--- src/scsf_pkg.sv ---
// constants for the smart card serial status flag block
package scsf_pkg;
	// ----------------------------------------
	// register byte offsets
	// ----------------------------------------
	localparam logic [7:0] SCSF_STATUS_OFS = 8'h00;
	localparam logic [7:0] SCSF_CONTROL_OFS = 8'h04;
	localparam logic [7:0] SCSF_TXBUF_OFS = 8'h08;
	localparam logic [7:0] SCSF_RXBUF_OFS = 8'h0c;
	// ----------------------------------------
	// status field positions and reset
	// ----------------------------------------
	localparam int SCSF_TX_EMPTY_BIT = 7;
	localparam int SCSF_RX_FULL_BIT = 6;
	localparam int SCSF_OVERRUN_BIT = 5;
	localparam int SCSF_ERR_SIG_BIT = 4;
	localparam int SCSF_FLAG_LO = 4;
	// flag vector order: tx empty, rx full, overrun, error signal
	localparam int SCSF_F_TX = 3;
	localparam int SCSF_F_RX = 2;
	localparam int SCSF_F_OVR = 1;
	localparam int SCSF_F_ESIG = 0;
	localparam logic [3:0] SCSF_FLAGS_RST = 4'h8;
	localparam logic [3:0] SCSF_ARMED_RST = 4'h0;
	localparam logic SCSF_BIT_RST = 1'h0;
	// ----------------------------------------
	// control field positions and reset
	// ----------------------------------------
	localparam int SCSF_TX_EN_BIT = 5;
	localparam int SCSF_RX_EN_BIT = 4;
	localparam int SCSF_SYNC_BIT = 0;
	localparam logic SCSF_TX_EN_RST = 1'h0;
	localparam logic SCSF_RX_EN_RST = 1'h0;
	localparam logic SCSF_SYNC_RST = 1'h0;
	localparam logic [7:0] SCSF_BYTE_RST = 8'h00;
	localparam logic [31:0] SCSF_WORD_RST = 32'h0000_0000;
	// ----------------------------------------
	// bus encodings
	// ----------------------------------------
	localparam logic [1:0] SCSF_HTRANS_NONSEQ = 2'h2;
	localparam logic SCSF_HRESP_OKAY = 1'h0;
endpackage

--- src/scsf_status.sv ---
// smart card serial status flags with ahb-lite register slave
//
// The AHB-Lite slave port and the address map were chosen for this implementation.
`timescale 1ns/1ps
module scsf_status
	import scsf_pkg::*;
(
	// clock and reset
	input wire logic mclk,
	input wire logic rst,
	// ahb-lite slave
	input wire logic hsel,
	input wire logic [7:0] haddr,
	input wire logic [1:0] htrans,
	input wire logic hwrite,
	input wire logic [2:0] hsize,
	input wire logic [31:0] hwdata,
	input wire logic hready,
	output logic [31:0] hrdata,
	output logic hreadyout,
	output logic hresp,
	// dma side
	output logic tx_empty_interrupt,
	output logic rx_full_interrupt,
	input wire logic dma_tx_wr,
	input wire logic [7:0] dma_tx_data,
	input wire logic dma_rx_rd,
	output logic [7:0] dma_rx_data,
	// serial engine side
	output logic tx_start,
	output logic [7:0] tx_shift_register,
	input wire logic tx_done,
	input wire logic error_signal_low,
	output logic rx_enable,
	input wire logic rx_done,
	input wire logic [7:0] rx_byte
);

	// ----------------------------------------
	// state
	// ----------------------------------------
	typedef struct packed {
		logic [3:0] flags;
		logic [3:0] armed;
		logic tx_en;
		logic rx_en;
		logic sync;
		logic [7:0] tx_buffer;
		logic [7:0] tx_shift;
		logic tx_busy;
		logic tx_start;
		logic [7:0] rx_buffer;
		logic wr_pend;
		logic [7:0] wr_addr;
		logic [31:0] rdata;
	} scsf_state_t;

	scsf_state_t st;
	scsf_state_t next_st;

	logic take;
	logic xfer;
	logic rx_ok;
	logic [3:0] set_f;
	logic [3:0] clr_f;
	logic [3:0] clr_sw;

	// ----------------------------------------
	// next state
	// ----------------------------------------
	always_comb begin
		next_st = st;
		next_st.tx_start = 1'b0;
		set_f = 4'h0;
		clr_f = 4'h0;
		clr_sw = 4'h0;
		take = hsel && hready && (htrans == SCSF_HTRANS_NONSEQ);
		// address phase: capture, prepare read data one cycle early
		next_st.wr_pend = take && hwrite;
		if (take) begin
			next_st.wr_addr = haddr;
		end
		if (take && !hwrite) begin
			next_st.rdata = SCSF_WORD_RST;
			case (haddr)
				SCSF_STATUS_OFS: begin
					next_st.rdata[SCSF_TX_EMPTY_BIT:SCSF_FLAG_LO] = st.flags;
					// reading a 1 arms that flag for one clear
					next_st.armed = st.armed | st.flags;
				end
				SCSF_CONTROL_OFS: begin
					next_st.rdata[SCSF_TX_EN_BIT] = st.tx_en;
					next_st.rdata[SCSF_RX_EN_BIT] = st.rx_en;
					next_st.rdata[SCSF_SYNC_BIT] = st.sync;
				end
				SCSF_TXBUF_OFS: next_st.rdata[7:0] = st.tx_buffer;
				SCSF_RXBUF_OFS: next_st.rdata[7:0] = st.rx_buffer;
				default: next_st.rdata = SCSF_WORD_RST;
			endcase
		end
		// data phase of a write
		if (st.wr_pend) begin
			case (st.wr_addr)
				SCSF_STATUS_OFS: begin
					// only a 0 clears; a 1 leaves the flag alone
					clr_sw = st.armed & ~hwdata[SCSF_TX_EMPTY_BIT:SCSF_FLAG_LO];
					next_st.armed = next_st.armed & ~clr_sw;
				end
				SCSF_CONTROL_OFS: begin
					next_st.tx_en = hwdata[SCSF_TX_EN_BIT];
					// receiver disable touches no flag
					next_st.rx_en = hwdata[SCSF_RX_EN_BIT];
					next_st.sync = hwdata[SCSF_SYNC_BIT];
				end
				SCSF_TXBUF_OFS: next_st.tx_buffer = hwdata[7:0];
				default: next_st.tx_en = st.tx_en;
			endcase
		end
		clr_f = clr_sw;
		// software clear of tx empty, rx full, overrun and error signal
		// dma transmit write
		if (dma_tx_wr) begin
			next_st.tx_buffer = dma_tx_data;
			clr_f[SCSF_F_TX] = 1'b1;
		end
		// dma receive read
		if (dma_rx_rd) begin
			clr_f[SCSF_F_RX] = 1'b1;
		end
		// transmitter disabled holds tx empty set
		if (!st.tx_en) begin
			set_f[SCSF_F_TX] = 1'b1;
		end
		// buffer to shift register; overrun halts it in synchronous mode
		xfer = st.tx_en && !st.flags[SCSF_F_TX] && !st.tx_busy && !(st.sync && st.flags[SCSF_F_OVR]);
		if (tx_done) begin
			next_st.tx_busy = 1'b0;
		end
		if (xfer) begin
			next_st.tx_shift = st.tx_buffer;
			next_st.tx_busy = 1'b1;
			next_st.tx_start = 1'b1;
			set_f[SCSF_F_TX] = 1'b1;
		end
		// low error signal sampled while a byte is out
		if (error_signal_low && st.tx_busy) begin
			set_f[SCSF_F_ESIG] = 1'b1;
		end
		// reception completes only while enabled and no overrun stands
		rx_ok = rx_done && st.rx_en && !st.flags[SCSF_F_OVR];
		if (rx_ok) begin
			// a same-cycle dma read drains the buffer, so no overrun
			if (st.flags[SCSF_F_RX] && !dma_rx_rd) begin
				set_f[SCSF_F_OVR] = 1'b1;
				// old byte kept, new one dropped
				next_st.rx_buffer = st.rx_buffer;
			end else begin
				next_st.rx_buffer = rx_byte;
				set_f[SCSF_F_RX] = 1'b1;
			end
		end
		// set beats clear so no event is lost
		next_st.flags = (st.flags & ~clr_f) | set_f;
	end

	// ----------------------------------------
	// registers
	// ----------------------------------------
	always_ff @(posedge mclk or posedge rst) begin
		if (rst) begin
			st.flags <= SCSF_FLAGS_RST;
			st.armed <= SCSF_ARMED_RST;
			st.tx_en <= SCSF_TX_EN_RST;
			st.rx_en <= SCSF_RX_EN_RST;
			st.sync <= SCSF_SYNC_RST;
			st.tx_buffer <= SCSF_BYTE_RST;
			st.tx_shift <= SCSF_BYTE_RST;
			st.tx_busy <= SCSF_BIT_RST;
			st.tx_start <= SCSF_BIT_RST;
			st.rx_buffer <= SCSF_BYTE_RST;
			st.wr_pend <= SCSF_BIT_RST;
			st.wr_addr <= SCSF_BYTE_RST;
			st.rdata <= SCSF_WORD_RST;
		end else begin
			st <= next_st;
		end
	end

	// ----------------------------------------
	// outputs
	// ----------------------------------------
	assign hrdata = st.rdata;
	assign hreadyout = 1'b1;
	assign hresp = SCSF_HRESP_OKAY;
	assign tx_empty_interrupt = st.tx_en && st.flags[SCSF_F_TX];
	assign rx_full_interrupt = st.flags[SCSF_F_RX];
	assign dma_rx_data = st.rx_buffer;
	assign tx_start = st.tx_start;
	assign tx_shift_register = st.tx_shift;
	assign rx_enable = st.rx_en && !st.flags[SCSF_F_OVR];

	logic wr_status;
	logic rd_status;
	assign wr_status = st.wr_pend && (st.wr_addr == SCSF_STATUS_OFS);
	assign rd_status = take && !hwrite && (haddr == SCSF_STATUS_OFS);
endmodule

--- config.mk ---
export PLATFORM = sky130hd
export DESIGN_NAME = scsf_status
export DESIGN_NICKNAME = d
export VERILOG_FILES = /design/src/scsf_pkg.sv /design/src/scsf_status.sv
export SDC_FILE = /design/constraint.sdc
export NUM_CORES = 1
export LEC_CHECK = 0
export BUFFER_PORTS_ARGS = -buffer_cell sky130_fd_sc_hd__buf_2
export CORE_UTILIZATION = 51
export DETAILED_ROUTE_END_ITERATION = 6
export PLACE_DENSITY = 0.85
export SYNTH_ARGS = -nofsm -noshare
export SYNTH_HDL_FRONTEND = slang
export SYNTH_SLANG_ARGS = --single-unit
export TNS_END_PERCENT = 5
--- constraint.sdc ---
create_clock -name mclk -period 5.72 [get_ports mclk]
set_input_delay 1.144 -clock mclk [delete_from_list [all_inputs] [get_ports mclk]]
set_output_delay 1.144 -clock mclk [all_outputs]
set_load 0.05 [all_outputs]
After elaboration in Yosys (flattened, before gate mapping)
Cells that the tools add are included.

word-level totals
  register bits after elaboration = 54
  output and inout bits = 54

operators by class
  eq/ne operators = 6
  mux-type cells = 24
  bitwise logic cells = 9
  reductions and logical operators = 28

operator list
  kind                                                  count
  equality test 8 x 4 -> 1 bit (second input constant)  3
  two-way mux 4 bit                                     5
  equality test 8 x 3 -> 1 bit (second input constant)  2
  logical NOT 8 bit                                     2
  two-way mux 8 bit                                     2
  two-way mux 15 bit                                    1
  logical AND 1 bit                                     14
  AND 4 bit                                             3
  NOT 4 bit                                             3
  two-way mux 1 bit                                     9
  bitwise OR 4 bit                                      2
  case mux 2 bit (4 select lines)                       1
  logical NOT 1 bit                                     6
  two-way mux 2 bit                                     3
  case mux 2 bit (3 select lines)                       1
  case mux 3 bit (2 select lines)                       1
  AND reduction 2 bit                                   3
  nonzero test 2 bit                                    3
  case mux 1 bit (3 select lines)                       1
  equality test 2 bit (second input constant)           1
  NOT 1 bit                                             1

Depth between registers and ports, before layout
  depth in word-level cells = 8
  depth in mapped cells = 5
  gate-level depth less buffers = 3

Least setup slack after synthesis
No wires, ideal clock.

  kind = register to output
  start = register st[75] (netlist bit)
  end = output rx_enable
  arrival = 1.106 ns
  setup slack = 3.470 ns
  stages on the path, launching flop included = 2
  path buffers = 0
  cells stage by stage = dfrtp_1 nor2b_1

between the ends
  longest elaborated chain between the ends = 2

ends and longest elaborated chain
  item                    line                RTL
  start, declared         scsf_status.sv:58   scsf_state_t st;
  start signal, assigned  scsf_status.sv:185  st <= next_st;
  logical NOT 1 bit       scsf_status.sv:200  assign rx_enable = st.rx_en && !st.flags[SCSF_F_OVR];
  logical AND 1 bit       scsf_status.sv:200
  end, declared           scsf_status.sv:34   output logic rx_enable,

Every way passes these cells.

Final worst setup path
  start = register st[77] (netlist bit)
  end = output tx_empty_interrupt

between the ends
  longest elaborated chain between the ends = 1

ends and longest elaborated chain
  item               line                RTL
  logical AND 1 bit  scsf_status.sv:195  assign tx_empty_interrupt = st.tx_en && st.flags[SCSF_F_TX];
  end, declared      scsf_status.sv:23   output logic tx_empty_interrupt,

Every way passes these cells.

==> summary.txt <==
Status
  • Outcome: finished clean

Clocking
  • Clk_lat worst skew: 0.31 ns
  • CTS max path bufs: 2
  • CTS resizes: 0
  • Clock transition at the registers of the reported paths: 0.09 ns
  • CTS tree: yes
  • CTS buffer count: 5
  • CTS root buf: clkbuf_8
  • TritonCTS Sinks: 54
  • Post-CTS setup buffers: 0
  • # hold bufs at CTS: 0
  • H-Tree Depth: 2

Pwr
  • Leakage: 1.499 nW
  • Peak VDD IR: 172.9 uV
  • PwrDens: 294.0 nW/um^2

Floorplan
  • Row cnt: 27
  • IO Count: 125
  • Die Wd: 77.18 um
  • CORE AREA: 5473 um^2
  • Die Area: 5957 um^2
  • Initial Util: 0.5267
  • Die Ht: 77.18 um

GRT
  • GRT Overall Usage: 0.2052
  • Initial antenna violation count: 0
  • Number of global-route vias before repair: 1916
  • First-pass GRT wire length: 9439 um
  • Largest net degree at the start of global routing: 55
  • Grt ovf: 0

Yosys
  • Post-Synthesis Cells: 250
  • Library cells used by synthesis: 42
  • Post-synthesis sequential area ratio: 0.4692
  • Number of synthesized register bits: 54
  • Avg Cell Area, Syn: 11.53 um^2
  • Netlist Area Pre-Place: 2883 um^2
  • Yosys warning count: 0

Timing
  • Final hold vios: 0
  • Fin Hold WS: 0.4936 ns
  • Max-slew violation count: 0
  • Setup TNS: 0 ns
  • RSZ-0062 raised after global routing: false
  • Worst Skew: 0.01345 ns
  • Slew margin rel.: 0.2546
  • Slew @ Worst Pin: 1.116 ns
  • Min Tclk post-route: 2.406 ns
  • Final setup viols: 0
  • F_max: 415.6 MHz
  • Final worst-path cycle share: 0.4207

Setup path
  • WP data required: 4.58 ns
  • Crit path max fanout: 3
  • CP endpoint kind: output pin
  • Worst Path Class, Setup: flop to output pin
  • Setup crit start kind: flop
  • Crit path DAT: 1.26 ns

Route
  • Initial DRC count: 164
  • Number of remaining DRC errors: 0
  • Vias per std cell: 5.467
  • Vias: 1968
  • WL/cell: 16.87 um
  • Antenna-violating nets left: 0
  • Post-Route WL: 6072 um
  • Pre-antenna DRT Iters: 4

Finish
  • Area grow syn2layout: 6.337%
  • Share of layout cells above drive strength 1: 0.4063
  • Nets: 358
  • N_diodes: 0

Place
  • Placer Congestion: 0.8013
  • Port-buffer cells: 71
  • HPWL after DPL: 4500 um

Flow run
  • Max Cap Viol: 0

Min path
  • Hold Path Class: flop to flop
==> final timing paths <==
| path | from | endpoint | slack, ns | cells past startpoint |
|---|---|---|---|---|
| max | st[77] | tx_empty_interrupt | 3.31 | 2 |
| min | st[73] | st[73] | 0.49 | 1 |
| max reg2reg | st[35] | st[68] | 3.72 | 3 |
| min reg2reg | st[73] | st[73] | 0.49 | 1 |
| max in group asynchronous | rst | rx_full_interrupt | 3.92 | 2 |
| min in group asynchronous | rst | st[62] | 1.11 | 2 |
==> final cells by class <==
class                           count  area (um^2)
Clock inverter                      2        13.76
Timing Repair Buffer               71        355.3
Sequential cell                    54         1353
Fill cell                         492         2407
Multi-Input combinational cell    148         1155
Inverter                            7        26.28
Clock buffer                        6        72.57
Tap cell                           72        90.09
==> cell usage after synthesis <==
| cell | number | area [um^2] |
|---|---|---|
| or3_1 | 1 | 6.260 |
| nand4b_1 | 2 | 17.52 |
| nor2b_1 | 3 | 18.77 |
| dfstp_2 | 1 | 26.28 |
| a22o_1 | 5 | 43.79 |
| inv_1 | 7 | 26.28 |
| and2_1 | 1 | 6.260 |
| nand4_1 | 4 | 25.02 |
| mux2i_1 | 4 | 40.04 |
| mux2_4 | 3 | 45.04 |
| dfrtp_1 | 53 | 1326 |
| and4b_1 | 1 | 10.01 |
| o41ai_1 | 6 | 52.55 |
| nand3_1 | 3 | 15.01 |
| o31ai_1 | 9 | 67.56 |
| buf_1 | 3 | 11.26 |
| nand2b_1 | 5 | 31.28 |
| mux4_2 | 2 | 45.04 |
| or3_4 | 1 | 11.26 |
| or3b_2 | 2 | 17.52 |
| a41oi_1 | 5 | 43.79 |
| o21ai_0 | 6 | 30.03 |
| nor2_1 | 5 | 18.77 |
| buf_6 | 1 | 11.26 |
| nand2_1 | 3 | 11.26 |
| mux2_2 | 27 | 304.0 |
| nand3b_1 | 1 | 7.510 |
| clkbuf_1 | 11 | 41.29 |
| nor3_1 | 2 | 10.01 |
| o311ai_0 | 1 | 8.760 |
| or2b_1 | 1 | 7.510 |
| a32o_1 | 3 | 30.03 |
| conb_1 | 2 | 7.510 |
| o21bai_1 | 1 | 7.510 |
| or4_1 | 1 | 7.510 |
| nor4b_2 | 1 | 15.01 |
| buf_4 | 50 | 375.4 |
| nor4_1 | 3 | 18.77 |
| a31oi_1 | 3 | 18.77 |
| or4b_4 | 1 | 13.76 |
| o211ai_1 | 1 | 7.510 |
| a2bb2oi_1 | 5 | 43.79 |
==> layout by cell type (no fill, tap or decap), drive strengths merged <==
| cell type | instances |
|---|---|
| nor2b | 3 |
| buf | 71 |
| nor4b | 1 |
| nand4 | 4 |
| or2b | 1 |
| o211ai | 1 |
| nor2 | 5 |
| o31ai | 9 |
| a32o | 3 |
| conb | 26 |
| nor4 | 3 |
| nand2 | 3 |
| a22o | 5 |
| mux2i | 4 |
| or4b | 1 |
| and4b | 1 |
| and2 | 1 |
| or3b | 2 |
| a2bb2oi | 5 |
| dfstp | 1 |
| o41ai | 6 |
| nand4b | 2 |
| or4 | 1 |
| nand2b | 5 |
| a41oi | 5 |
| nand3b | 1 |
| o311ai | 1 |
| a31oi | 3 |
| nor3 | 2 |
| o21bai | 1 |
| o21ai | 6 |
| clkbuf | 6 |
| or3 | 2 |
| nand3 | 3 |
| mux4 | 2 |
| mux2 | 30 |
| dfrtp | 53 |
| clkinv | 2 |
| inv | 7 |
==> kinds of logic (layout without fill, tap and decap cells) <==
kind of cell / count (synthesis) / in the layout / synth area share
buffers and inverters: 72 / 86 / 0.1615
DFF: 54 / 54 / 0.4692
AOI/OAI and AO/OA: 45 / 45 / 0.1228
and+or+nand+nor: 41 / 41 / 0.09332
muxes: 36 / 36 / 0.1506
other: 2 / 26 / 0.002605
==> per-layer routing <==
metal,routed length [um],vias to the layer above,track usage
li1,-,908,-
met1,2485,970,0.2527
met2,3117,79,0.3487
met3,371,11,0.04643
met4,97,0,0.07736
met5,0,-,0
==> worst max-delay path: stages, from the launching register on <==
cell,delay [ns]
dfstp_2,0.55
and2_1,0.15
buf_2,0.26
==> per-stage QoR <==
step	utilization	std cells	power (W)	worst slack [ns]	cell area, um^2
5_1_grt	0.5601	360	0.0009360	3.286	3065
2_1_floorplan	-	274	0.0006774	3.263	2973
6_report	0.5601	360	0.0009012	3.314	3065
3_5_place_dp	0.5444	352	0.0006955	3.076	2979
4_1_cts	0.5601	360	0.0009037	3.308	3065
3_3_place_gp	0.5444	352	0.0006875	3.119	2979
==> sequential cells by signal, summed over array words and instances (netlist names) <==
| signal | count |
|---|---|
| st | 28 |
| tx_start | 1 |
| dma_rx_data | 8 |
| hrdata | 8 |
| tx_shift_register | 8 |
| rx_full_interrupt | 1 |
==> power by group <==
group	internal, W	switching, W	total [W]
Combinational	0.0000649	0.000172	0.000237
Clock	0.0000868	0.000126	0.000213
Sequential	0.000420	0.0000306	0.000451
Note: power is estimated with default switching activity, not from simulation.
